### config.mk
export PLATFORM = sky130hd
export DESIGN_NAME = dacdb_top
export DESIGN_NICKNAME = d
export VERILOG_FILES = /design/src/rtl/dacdb_pkg.sv /design/src/rtl/dacdb_top.sv /design/src/rtl/dacdb_fifo.sv
export SDC_FILE = /design/constraint.sdc
export NUM_CORES = 1
export LEC_CHECK = 0
export BUFFER_PORTS_ARGS = -buffer_cell sky130_fd_sc_hd__buf_2
export CAP_MARGIN = 25
export CORE_MARGIN = 3
export CORE_UTILIZATION = 40
export DETAILED_ROUTE_END_ITERATION = 10
export GPL_ROUTABILITY_DRIVEN = 0
export PLACE_DENSITY = 0.54
export SYNTH_ARGS = -nofsm -noshare
export SYNTH_HDL_FRONTEND = slang
export SYNTH_HIERARCHICAL = 1
export SYNTH_SLANG_ARGS = --single-unit
### constraint.sdc
create_clock -name mclk -period 2.9 [get_ports mclk]
set_input_delay 0.725 -clock mclk [delete_from_list [all_inputs] [get_ports mclk]]
set_output_delay 0.725 -clock mclk [all_outputs]
set_load 0.02 [all_outputs]
### src/rtl/dacdb_pkg.sv
// Shared constants for the double-buffered chained converter front end.
package dacdb_pkg;
  localparam int unsigned WORD_W = 16;
  localparam int unsigned FIFO_DEPTH = 16;
  localparam int unsigned CNT_W = 5;
  localparam logic [CNT_W-1:0] FRAME_BITS = 5'h10;
  localparam logic [15:0] CODE_RESET = 16'h0000;
  localparam int unsigned SYNC_STAGES = 2;
  typedef enum logic [1:0] {
    DACDB_IDLE = 2'b00,
    DACDB_SHIFT = 2'b01,
    DACDB_COMMIT = 2'b10
  } dacdb_state_t;
endpackage

### src/rtl/dacdb_top.sv
// Serial front end, input register and output latch of the converter.
// Summary of operation
// - Serial clock edges are ignored while chip select is high.
// - Chip select rising edge after sixteen or more bits copies shift register into input register.
// - One shared load strobe updates all chained output latches together.
// - Three 16-bit stages; input register loads only on valid frames.
// - Output latch alone holds the code driving the converter.
// - Strobe high keeps output latch even when input register changes.
// - Strobe low makes output latch follow the input register.
// - Strobe tied low updates output right after chip select rises.
// - Strobe high: input register write leaves output latch untouched.
// - Strobe falling loads output latch from current input register.
// - Shift serial input in on each serial clock rise while selected.
// - Frames under sixteen bits leave both registers unchanged.
// - Extra bits ripple out serially, changing on falling serial clock.
// - Serial-output select strap low selects chain mode.
`timescale 1ns/1ps
`default_nettype none
module dacdb_top (
  // System clock and reset.
  input wire logic mclk,
  input wire logic rst_n,
  // Serial link pins.
  input wire logic cs_n,
  input wire logic sclk,
  input wire logic sdi,
  output logic sdo,
  // Load strobe and mode strap.
  input wire logic load_strobe_n,
  input wire logic serial_out_mode_select,
  // Converter code and committed-word stream.
  output logic [15:0] dac_code,
  output logic code_valid,
  input wire logic code_ready,
  output logic [15:0] code_data,
  output logic frame_drop
);
  // Reset release.
  logic [1:0] rst_sync_reg;
  logic rst_int_n;

  // Synchronisers: first stage feeds only the second.
  logic [1:0] cs_s_reg, sclk_s_reg, sdi_s_reg, ld_s_reg, sel_s_reg;
  // Delayed copies used only for edge detection.
  logic cs_d_reg, sclk_d_reg;
  logic cs_q, sclk_q, sdi_q, ld_q, sel_q;
  logic sclk_rise, sclk_fall, cs_rise, cs_fall;

  // Frame state, the three 16-bit stages and the readback copy.
  dacdb_pkg::dacdb_state_t state_reg, state_next;
  logic [15:0] shift_reg, shift_next, in_reg, in_next, latch_reg, latch_next;
  logic [15:0] ro_reg, ro_next;
  // Bit counter, serial output and drop pulse.
  logic [dacdb_pkg::CNT_W-1:0] cnt_reg, cnt_next;
  logic sdo_reg, sdo_next, drop_reg, drop_next;

  // Log handshake.
  logic fifo_in_ready, fifo_push, commit;

  // Reset is released through two flops so every register leaves reset together.
  // Assertion stays asynchronous, so the block is quiet even without a clock.
  always_ff @(posedge mclk or negedge rst_n) begin
    if (!rst_n) begin
      rst_sync_reg <= 2'h0;
    end else begin
      rst_sync_reg <= {rst_sync_reg[0], 1'b1};
    end
  end
  assign rst_int_n = rst_sync_reg[1];

  // Pin synchronisers; the serial clock is sampled, not used as a clock.
  // Two stages keep a metastable sample away from the frame logic. The cost is
  // about three system cycles of lag, so each serial clock phase must last at
  // least three system cycles.
  always_ff @(posedge mclk or negedge rst_int_n) begin
    if (!rst_int_n) begin
      cs_s_reg <= 2'h3;
      sclk_s_reg <= 2'h0;
      sdi_s_reg <= 2'h0;
      ld_s_reg <= 2'h3;
      sel_s_reg <= 2'h3;
      cs_d_reg <= 1'b1;
      sclk_d_reg <= 1'b0;
    end else begin
      cs_s_reg <= {cs_s_reg[0], cs_n};
      sclk_s_reg <= {sclk_s_reg[0], sclk};
      sdi_s_reg <= {sdi_s_reg[0], sdi};
      ld_s_reg <= {ld_s_reg[0], load_strobe_n};
      sel_s_reg <= {sel_s_reg[0], serial_out_mode_select};
      cs_d_reg <= cs_s_reg[1];
      sclk_d_reg <= sclk_s_reg[1];
    end
  end
  assign cs_q = cs_s_reg[1];
  assign sclk_q = sclk_s_reg[1];
  assign sdi_q = sdi_s_reg[1];
  assign ld_q = ld_s_reg[1];
  assign sel_q = sel_s_reg[1];

  // Edges are taken between the second stage and its delayed copy.
  assign sclk_rise = sclk_q && !sclk_d_reg;
  assign sclk_fall = !sclk_q && sclk_d_reg;
  assign cs_rise = cs_q && !cs_d_reg;
  assign cs_fall = !cs_q && cs_d_reg;

  // Frame sequencing, shifting, double buffer and serial output.
  // Defaults hold every register; the commit strobe and drop pulse fall back to zero.
  always_comb begin
    state_next = state_reg;
    shift_next = shift_reg;
    cnt_next = cnt_reg;
    ro_next = ro_reg;
    sdo_next = sdo_reg;
    in_next = in_reg;
    drop_next = 1'b0;
    commit = 1'b0;
    case (state_reg)
      dacdb_pkg::DACDB_IDLE: begin
        if (cs_fall) begin
          // A new frame restarts the count. In readback mode the old input word is
          // copied now and its top bit goes out before the first serial clock rise.
          cnt_next = '0;
          ro_next = in_reg;
          sdo_next = sel_q ? in_reg[15] : shift_reg[15];
          state_next = dacdb_pkg::DACDB_SHIFT;
        end
      end
      dacdb_pkg::DACDB_SHIFT: begin
        // Chip select high ends shifting at once; later serial edges are ignored.
        if (cs_rise || cs_q) begin
          state_next = dacdb_pkg::DACDB_COMMIT;
        end else if (sclk_rise) begin
          shift_next = {shift_reg[14:0], sdi_q};
          ro_next = {ro_reg[14:0], 1'b0};
          // The count saturates, so long chained frames still keep the last sixteen bits.
          if (cnt_reg != dacdb_pkg::FRAME_BITS) begin
            cnt_next = cnt_reg + 1'b1;
          end
        end else if (sclk_fall) begin
          // Chain mode passes the bit leaving the shift register; readback
          // mode shifts out the old input register followed by zeroes.
          sdo_next = sel_q ? ro_reg[15] : shift_reg[15];
        end
      end
      dacdb_pkg::DACDB_COMMIT: begin
        // Only a frame of at least sixteen bits reaches the input register.
        if (cnt_reg == dacdb_pkg::FRAME_BITS) begin
          in_next = shift_reg;
          commit = 1'b1;
        end else begin
          drop_next = 1'b1;
        end
        state_next = dacdb_pkg::DACDB_IDLE;
      end
      default: begin
        // An unused state code goes back to idle.
        state_next = dacdb_pkg::DACDB_IDLE;
      end
    endcase
  end

  // Output latch: transparent while the strobe is low, held while high.
  // Copying the registered input value, not the new one, covers strobe-low writes.
  // Modelled as a flop, so the code lags the input register by one cycle;
  // the analog stage cannot notice a single system cycle.
  always_comb begin
    latch_next = latch_reg;
    if (!ld_q) begin
      latch_next = in_reg;
    end
  end

  // Frame and buffer registers.
  // One register bank holds the whole frame state so the reset values sit together.
  always_ff @(posedge mclk or negedge rst_int_n) begin
    if (!rst_int_n) begin
      state_reg <= dacdb_pkg::DACDB_IDLE;
      shift_reg <= dacdb_pkg::CODE_RESET;
      in_reg <= dacdb_pkg::CODE_RESET;
      latch_reg <= dacdb_pkg::CODE_RESET;
      ro_reg <= dacdb_pkg::CODE_RESET;
      cnt_reg <= '0;
      sdo_reg <= 1'b0;
      drop_reg <= 1'b0;
    end else begin
      state_reg <= state_next;
      shift_reg <= shift_next;
      in_reg <= in_next;
      latch_reg <= latch_next;
      ro_reg <= ro_next;
      cnt_reg <= cnt_next;
      sdo_reg <= sdo_next;
      drop_reg <= drop_next;
    end
  end

  // Outputs come straight from flops.
  assign dac_code = latch_reg;
  assign sdo = sdo_reg;
  assign frame_drop = drop_reg;

  // Committed words are logged; a full log drops the copy, never the update.
  // Gating on ready repeats the FIFO's own check but makes the dropped copy
  // visible at this level.
  assign fifo_push = commit && fifo_in_ready;
  dacdb_fifo #(
    .WIDTH(dacdb_pkg::WORD_W),
    .DEPTH(dacdb_pkg::FIFO_DEPTH)
  ) u_log (
    .mclk(mclk),
    .rst_n(rst_int_n),
    .in_valid(fifo_push),
    .in_ready(fifo_in_ready),
    .in_data(shift_reg),
    .out_valid(code_valid),
    .out_ready(code_ready),
    .out_data(code_data)
  );
endmodule
`default_nettype wire

### src/rtl/dacdb_fifo.sv
// Parameterised FIFO with valid and ready on both sides.
`timescale 1ns/1ps
`default_nettype none
module dacdb_fifo #(
  parameter int unsigned WIDTH = 16,
  parameter int unsigned DEPTH = 16
) (
  // Clock and reset.
  input wire logic mclk,
  input wire logic rst_n,
  // Filling side.
  input wire logic in_valid,
  output logic in_ready,
  input wire logic [WIDTH-1:0] in_data,
  // Draining side.
  output logic out_valid,
  input wire logic out_ready,
  output logic [WIDTH-1:0] out_data
);
  localparam int unsigned AW = $clog2(DEPTH);
  logic [WIDTH-1:0] mem_reg [DEPTH];
  logic [AW-1:0] wr_reg, wr_next, rd_reg, rd_next;
  logic [AW:0] cnt_reg, cnt_next;
  logic push, pop;

  // Full and empty come straight from the occupancy count.
  assign in_ready = (cnt_reg != DEPTH[AW:0]);
  assign out_valid = (cnt_reg != '0);
  assign out_data = mem_reg[rd_reg];
  assign push = in_valid && in_ready;
  assign pop = out_valid && out_ready;

  // Pointer and count updates.
  always_comb begin
    wr_next = push ? wr_reg + 1'b1 : wr_reg;
    rd_next = pop ? rd_reg + 1'b1 : rd_reg;
    cnt_next = cnt_reg;
    if (push && !pop) begin
      cnt_next = cnt_reg + 1'b1;
    end else if (pop && !push) begin
      cnt_next = cnt_reg - 1'b1;
    end
  end

  // Storage has no reset so it maps onto plain memory.
  always_ff @(posedge mclk) begin
    if (push) begin
      mem_reg[wr_reg] <= in_data;
    end
  end

  // Pointer registers.
  always_ff @(posedge mclk or negedge rst_n) begin
    if (!rst_n) begin
      wr_reg <= '0;
      rd_reg <= '0;
      cnt_reg <= '0;
    end else begin
      wr_reg <= wr_next;
      rd_reg <= rd_next;
      cnt_reg <= cnt_next;
    end
  end
endmodule
`default_nettype wire

==> reports/results.ini, run 1 <==
[clock_tree]
cts_buffers = 39
htreeDepth = 2
cts_tree = built
cts_root_buf = clkbuf_16
cts.sinks = 356
clock_latency_ps = 520
cts_buffer_depth = 3
cts.reportedPaths.clkPinSlew_ps = 60

[placement]
place_hpwl_um = 18200
dp_slack_ps = 111
portBuffers = 42
dpl_cell_area_um2 = 15300

[status]
status = finished with violations
violations = setup timing

[power_and_ir_drop]
p_int_mw = 11.0
seqPwrFrac_pct = 38.0
p_switching_mw = 4.37
ir_drop_mv = 0.421
p_leak_nw = 6.69
p_comb_share_pct = 27.8
power_density_nw_per_um2 = 885
p_clk_share_pct = 34.1
swShare_pct = 28.5

[floorplanning]
fp-row-count = 68
die_h_um = 196
start_util_pct = 41.2
ioPinCount = 43
core_area_um2 = 35100
die_w_um = 196
die-area_um2 = 38400

[setup_path]
cp_top_family = multiplexers
end_kind = output pin
path_buf_inv = 3
crit_path_start_kind = register
cp.required_ps = 2170
path_class = reg -> out
slowest_delay_ps = 530
cpMaxStageDelayCell = mux4_2
crit_path_max_fanout = 8
crit_arrival_ps = 2300
cp_common_cell = buf_12
path_cells = buf_12, buf_12, mux4_2, a22oi_2, nand2_1, buf_6

[logic_synthesis]
yosys_warnings = 6
yosys-mux-area-fraction_pct = 16.0
yosys.area_share.simple_pct = 3.22
synth_compound_area_share_pct = 5.74
synth_flop_cell = edfxtp_1
synth_top_area_share_pct = 53.3
synth-xor-area-share_pct = 0.607
synth.ff_latch_count = 356
synth_top_family_by_area = multiplexers
async_flop_share_pct = 28.1
synth_nets = 794
syn_area_um2 = 14400
ys_seq_area_share_pct = 70.7
syn_inst = 774
synth_cell_types = 54
synth_edf_count = 256
synthTopCellsByArea = edfxtp_1 (53%), dfrtp_1 (16%), mux2_2 (5.4%), mux4_2 (5.0%), mux2i_1 (4.5%)
avgSynthCellArea_um2 = 18.6
synth_top_area_cell = edfxtp_1
synth_fa_ha_area_share_pct = 1.09

[timing]
fmax_ghz = 0.331
period_share_pct = 104
rsz0062_at_grt = yes
setup_viol = 16
drv_slew = 0
relSlewSlack_pct = 50.6
layout_min_cycle_time_ps = 3020
finalHoldViolCount = 0
worstMarginPinSlew_ps = 740
fin_ws_ps = -121
skew_ps = 12.1

[cells_and_area]
finalInstanceArea_um2 = 17300
layout_common_cells = edfxtp_1 (256), dfrtp_1 (91), mux2_2 (69)
largest_reg_flops = 256
mostFrequentLayoutCell = edfxtp_1
drive_above_1_share_pct = 39.7
num-nets-final = 906
area_growth_pct = 20.0
antennaDiodeCount = 0
fin_util_pct = 49.4
fillCellCount = 2865

[global_route]
grt_pass1_vias = 7849
grt_max_degree = 52
grt_usage_pct = 16.2
antenna_found_initial = 0
grt_pass1_wl_um = 47600
grt_overflow = 0

[detailed_routing]
via_count = 7267
wl_per_cell_um = 22.5
drtPass1Iterations = 4
totalWireLength_um = 30900
viasPerCell = 5.30
dr.first_iter.drc_count = 391
ant_nets = 0
drc = 0

[flow_run]
drv_cap = 0

[worst_hold_path]
hold_class = in -> reg

[layout make-up]
type | count | area, um^2 | area share [%]
clock inverters | 22 | 298 | 1.72
flip-flops and latches | 356 | 10200 | 58.9
clock buffers | 49 | 1080 | 6.21
well taps | 455 | 569 | 3.29
multi-input cells | 367 | 4020 | 23.2
inverters | 10 | 37.5 | 0.217
repair buffers | 112 | 1120 | 6.46
[logic make-up (layout without fill, tap and decap cells)]
family                     Yosys count  after routing
xor gates and xnor gates            10             10
buffers and inverters               51            193
muxes                              177            177
other                                1              1
adders and majority gates           12             12
AOI/OAI and AO/OA                   87             87
DFF                                356            356
and+or+nand+nor                     80             80
[Yosys cell counts (2+ instances only)]
cell / n
a21o_1: 2
a21oi_1: 4
a221oi_1: 2
a221oi_2: 30
a22oi_1: 16
a31oi_1: 5
and2_1: 2
and3_1: 2
buf_1: 4
buf_12: 2
buf_2: 9
buf_4: 6
buf_6: 14
buf_8: 2
clkbuf_1: 4
dfrtp_1: 93
dfstp_2: 7
edfxtp_1: 256
ha_1: 11
inv_1: 9
mux2_2: 69
mux2_4: 10
mux2i_1: 65
mux4_2: 32
nand2_1: 27
nand2b_1: 6
nand3_1: 2
nand3b_1: 4
nand4_1: 4
nor2_1: 17
nor2b_1: 2
nor2b_4: 2
nor3_1: 5
o211ai_1: 2
o21ai_0: 20
xnor2_1: 9
[per-stage QoR]
stage | TNS (ps) | hold slack, ps | power [mW] | cells
finish | -1430 | 306 | 15.3 | 1371
global route | -3150 | 285 | 16.0 | 1371
CTS | -2100 | 276 | 15.1 | 1362
detailed placement | 0 | 336 | 9.12 | 1274
global placement | 0 | 336 | 9.06 | 1274
floorplan | 0 | 331 | 8.32 | 774
[power by group through the flow]
| stage | combinational (mW) | sequential, mW | clock, mW |
|---|---|---|---|
| 2_1_floorplan | 2.50 | 5.82 | 0 |
| 3_3_place_gp | 3.13 | 5.93 | 0 |
| 3_5_place_dp | 3.17 | 5.95 | 0 |
| 4_1_cts | 3.89 | 5.83 | 5.37 |
| 5_1_grt | 4.55 | 5.86 | 5.57 |
| 6_report | 4.26 | 5.83 | 5.23 |
[final timing paths]
check / from / endpoint / slack, ps / depth (start not counted)
setup / recovery: u_log/rd_reg[0]$_DFFE_PN0P_ / code_data[13] / -120 / 6
max in group asynchronous: rst_sync_reg[1]$_DFF_PN0_ / shift_reg[2]$_DFFE_PN0P_ / 1820 / 1
hold / removal: load_strobe_n / ld_s_reg[0]$_DFF_PN1_ / 310 / 1
setup reg to reg: cnt_reg[1]$_DFFE_PN0P_ / u_log/cnt_reg[4]$_DFFE_PN0P_ / 150 / 13
hold reg to reg: rst_sync_reg[1]$_DFF_PN0_ / u_log/cnt_reg[2]$_DFFE_PN0P_ / 350 / 0
min in group asynchronous: rst_sync_reg[1]$_DFF_PN0_ / u_log/cnt_reg[2]$_DFFE_PN0P_ / 350 / 0
[worst register-to-register path: cells and delay by family, from the launching register on]
kind | cells | cell delay (ps)
AND/OR/NAND/NOR | 3 | 450
flip-flops | 1 | 400
XOR/XNOR | 1 | 140
AO/OA/AOI/OAI | 3 | 520
buffers and inverters | 2 | 200
multiplexers | 1 | 230
adder cells (fa/ha/maj) | 3 | 740
[what timing repair did]
item	CTS	global route
hold buffers	1	0
resized for setup	41	44
setup endpoints to repair	16	17
gates cloned	5	2
buffers inserted	11	7
pin swaps	13	41
endpoints found under the hold margin	2	0
[per-layer routing]
metal / track usage [%] / vias up / share of wire, %
met5: 0 / - / 0
met4: 4.30 / 0 / 2.0
met3: 2.68 / 51 / 4.0
met2: 27.7 / 138 / 51
met1: 21.8 / 3790 / 43
li1: - / 3288 / -
(Power assumes the default switching activity.)
==> inputs of run 2 (changes only) <==
Settings changed: CORE_MARGIN 3 to default, REMOVE_ABC_BUFFERS from default to 1.
==> run 2 against run 1 <==
Compared with the run above:
- the flow still finishes with violations (setup timing)
- clock power decreased by 15%
- worst hold slack improved by 0.65 ps
- non-clock buffer count is 5 lower
- design area down 0.79%
- routed wire length up 1.3%
- sequential share of layout area rose by 0.48 points
- register-to-register slack about the same
- critical path depth up 2
- cell count about the same
- largest cell class unchanged
- largest power group unchanged
==> reports/results.ini, run 2 (same netlist as run 1, synthesis figures left out) <==
[floorplanning]
core_area_um2 = 35600  ; was 35100 um^2
die_h_um = 192  ; was 196 um
die_w_um = 192  ; was 196 um
fp-row-count = 69  ; was 68
start_util_pct = 40.6  ; was 41.2%
ioPinCount = 43  ; unchanged
die-area_um2 = 36900  ; was 38400 um^2

[global_route]
grt_pass1_wl_um = 48000  ; was 47600 um
grt_usage_pct = 17.8  ; was 16.2%
grt_overflow = 0  ; unchanged
grt_pass1_vias = 7824  ; was 7849
antenna_found_initial = 0  ; unchanged
grt_max_degree = 55  ; was 52

[clock_tree]
cts_root_buf = clkbuf_16  ; unchanged
cts.reportedPaths.clkPinSlew_ps = 60  ; about the same
cts_tree = built  ; unchanged
cts_buffer_depth = 3  ; unchanged
clock_latency_ps = 520  ; about the same
cts.sinks = 356  ; unchanged
cts_buffers = 38  ; was 39
htreeDepth = 2  ; unchanged

[setup_path]
path_cells = buf_12, buf_12, buf_16, mux2i_2, a221oi_4, a22oi_2, nand2_1, buf_4  ; was buf_12, buf_12, mux4_2, a22oi_2, nand2_1, buf_6
crit_arrival_ps = 2270  ; was 2300 ps
path_buf_inv = 4  ; was 3
cp_common_cell = buf_12  ; unchanged
cpMaxStageDelayCell = dfrtp_4  ; was mux4_2
crit_path_start_kind = register  ; unchanged
cp_top_family = buffers and inverters  ; was multiplexers
slowest_delay_ps = 490  ; was 530 ps
crit_path_max_fanout = 5  ; was 8
r2r-start = cnt_reg[0]$_DFFE_PN0P_  ; was cnt_reg[1]$_DFFE_PN0P_
startpoint = u_log/rd_reg[0]$_DFFE_PN0P_  ; unchanged
path_class = reg -> out  ; unchanged
cp.required_ps = 2170  ; about the same
end_kind = output pin  ; unchanged

[detailed_routing]
ant_nets = 0  ; unchanged
viasPerCell = 5.29  ; was 5.30
drc = 0  ; unchanged
wl_met2_um = 15600  ; was 15700 um
dr.first_iter.drc_count = 449  ; was 391
top_layer_used = met4  ; unchanged
via_count = 7256  ; was 7267
totalWireLength_um = 31300  ; was 30900 um
met1Wirelength_um = 13600  ; was 13300 um
wl_per_cell_um = 22.8  ; was 22.5 um
drtPass1Iterations = 4  ; unchanged
wl_met3_um = 1560  ; was 1240 um

[power_and_ir_drop]
p_switching_mw = 4.32  ; was 4.37 mW
swShare_pct = 29.7  ; was 28.5%
p_clk_share_pct = 30.5  ; was 34.1%
p_leak_nw = 6.56  ; was 6.69 nW
p_comb_share_pct = 29.7  ; was 27.8%
power_density_nw_per_um2 = 847  ; was 885 nW/um^2
p_int_mw = 10.2  ; was 11.0 mW
ir_drop_mv = 0.467  ; was 0.421 mV
seqPwrFrac_pct = 39.8  ; was 38.0%

[timing]
period_share_pct = 103  ; was 104%
setup_tns_ps = -946  ; was -1430 ps
worstMarginPinSlew_ps = 758  ; was 740 ps
fmax_ghz = 0.334  ; was 0.331 GHz
rsz0062_at_grt = yes  ; unchanged
drv_slew = 0  ; unchanged
fin_ws_ps = -93.8  ; was -121 ps
layout_min_cycle_time_ps = 2990  ; was 3020 ps
skew_ps = 12.8  ; was 12.1 ps
setup_viol = 16  ; unchanged
finalHoldViolCount = 0  ; unchanged
relSlewSlack_pct = 49.4  ; was 50.6%

[placement]
dp.cells = 1283  ; was 1274
place_hpwl_um = 18600  ; was 18200 um
dpl_cell_area_um2 = 15300  ; about the same
portBuffers = 42  ; unchanged

[cells_and_area]
finalInstanceArea_um2 = 17200  ; was 17300 um^2
mostFrequentLayoutCell = edfxtp_1  ; unchanged
layout_common_cells = edfxtp_1 (256), dfrtp_1 (89), mux2_2 (69)  ; was edfxtp_1 (256), dfrtp_1 (91), mux2_2 (69)
fin_util_pct = 48.3  ; was 49.4%
fillCellCount = 2974  ; was 2865
drive_above_1_share_pct = 38.4  ; was 39.7%
num-nets-final = 901  ; was 906
layout.cells.non_filler = 1372  ; was 1371
largest_reg_flops = 256  ; unchanged
area_growth_pct = 19.0  ; was 20.0%
antennaDiodeCount = 0  ; unchanged

[status]
violations = setup timing  ; unchanged
status = finished with violations  ; unchanged

[worst_hold_path]
min-delay-start = serial_out_mode_select  ; was load_strobe_n
hold_class = in -> reg  ; unchanged

[flow_run]
drv_cap = 0  ; unchanged

run 2: layout make-up:
cell class              instances  area [um^2]  share of cell area, %
clock buffers                  56         1070                   6.22
clock inverters                14         83.8                  0.488
inverters                      10         37.5                  0.218
multi-input cells             368         4140                   24.1
flip-flops and latches        356        10200                   59.4
well taps                     461          577                   3.36
repair buffers                107         1070                   6.22
run 2: what timing repair did:
action | CTS | global route
cloned | 5 | 1
hold endpoints to repair | 2 | 0
pin swaps | 19 | 18
gates resized for setup | 70 | 34
hold buffers | 1 | 0
setup buffers | 9 | 4
endpoints found under the setup margin | 16 | 17
run 2: per-stage QoR:
| stage | hold slack, ps | total power, mW | worst slack, ps |
|---|---|---|---|
| floorplan | 331 | 8.06 | -2240 |
| global placement | 332 | 8.94 | 55.5 |
| detailed placement | 342 | 9.02 | 25.8 |
| CTS | 277 | 14.5 | -138 |
| global route | 281 | 15.2 | -193 |
| finish | 307 | 14.6 | -93.8 |
run 2: path summary, 6_finish.rpt:
check,to,slack (ps),depth (start not counted)
setup / recovery,code_data[4],-90,8
hold / removal,sel_s_reg[0]$_DFF_PN1_,310,1
setup reg to reg,u_log/cnt_reg[4]$_DFFE_PN0P_,160,13
hold reg to reg,rst_sync_reg[1]$_DFF_PN0_,340,0
max in group asynchronous,shift_reg[12]$_DFFE_PN0P_,1740,1
min in group asynchronous,dac_code[4]$_DFFE_PN0N_,400,0
run 2: per-layer routing:
layer  GRT usage, %  vias up
met1           24.5     3792
met4           4.30        0
met2           29.9      146
li1               -     3278
met3           2.36       40
met5              0        -
run 2: power by group through the flow:
stage / combinational [mW] / sequential [mW] / clock (mW)
final: 4.33 / 5.79 / 4.44
after global routing: 4.61 / 5.82 / 4.77
after CTS: 4.09 / 5.79 / 4.58
after detailed placement: 3.10 / 5.92 / 0
after global placement: 3.04 / 5.90 / 0
after floorplan: 1.87 / 6.19 / 0
run 2: worst reg2reg max path: stages, from the launching register on:
cell,delay (ps)
dfrtp_1,410
inv_1,90
ha_1,170
and4bb_4,290
nand3b_4,90
nor2_1,80
a21boi_2,180
ha_2,200
inv_2,70
fa_2,360
a21o_1,190
a21oi_1,180
mux2i_1,230
xnor2_1,130
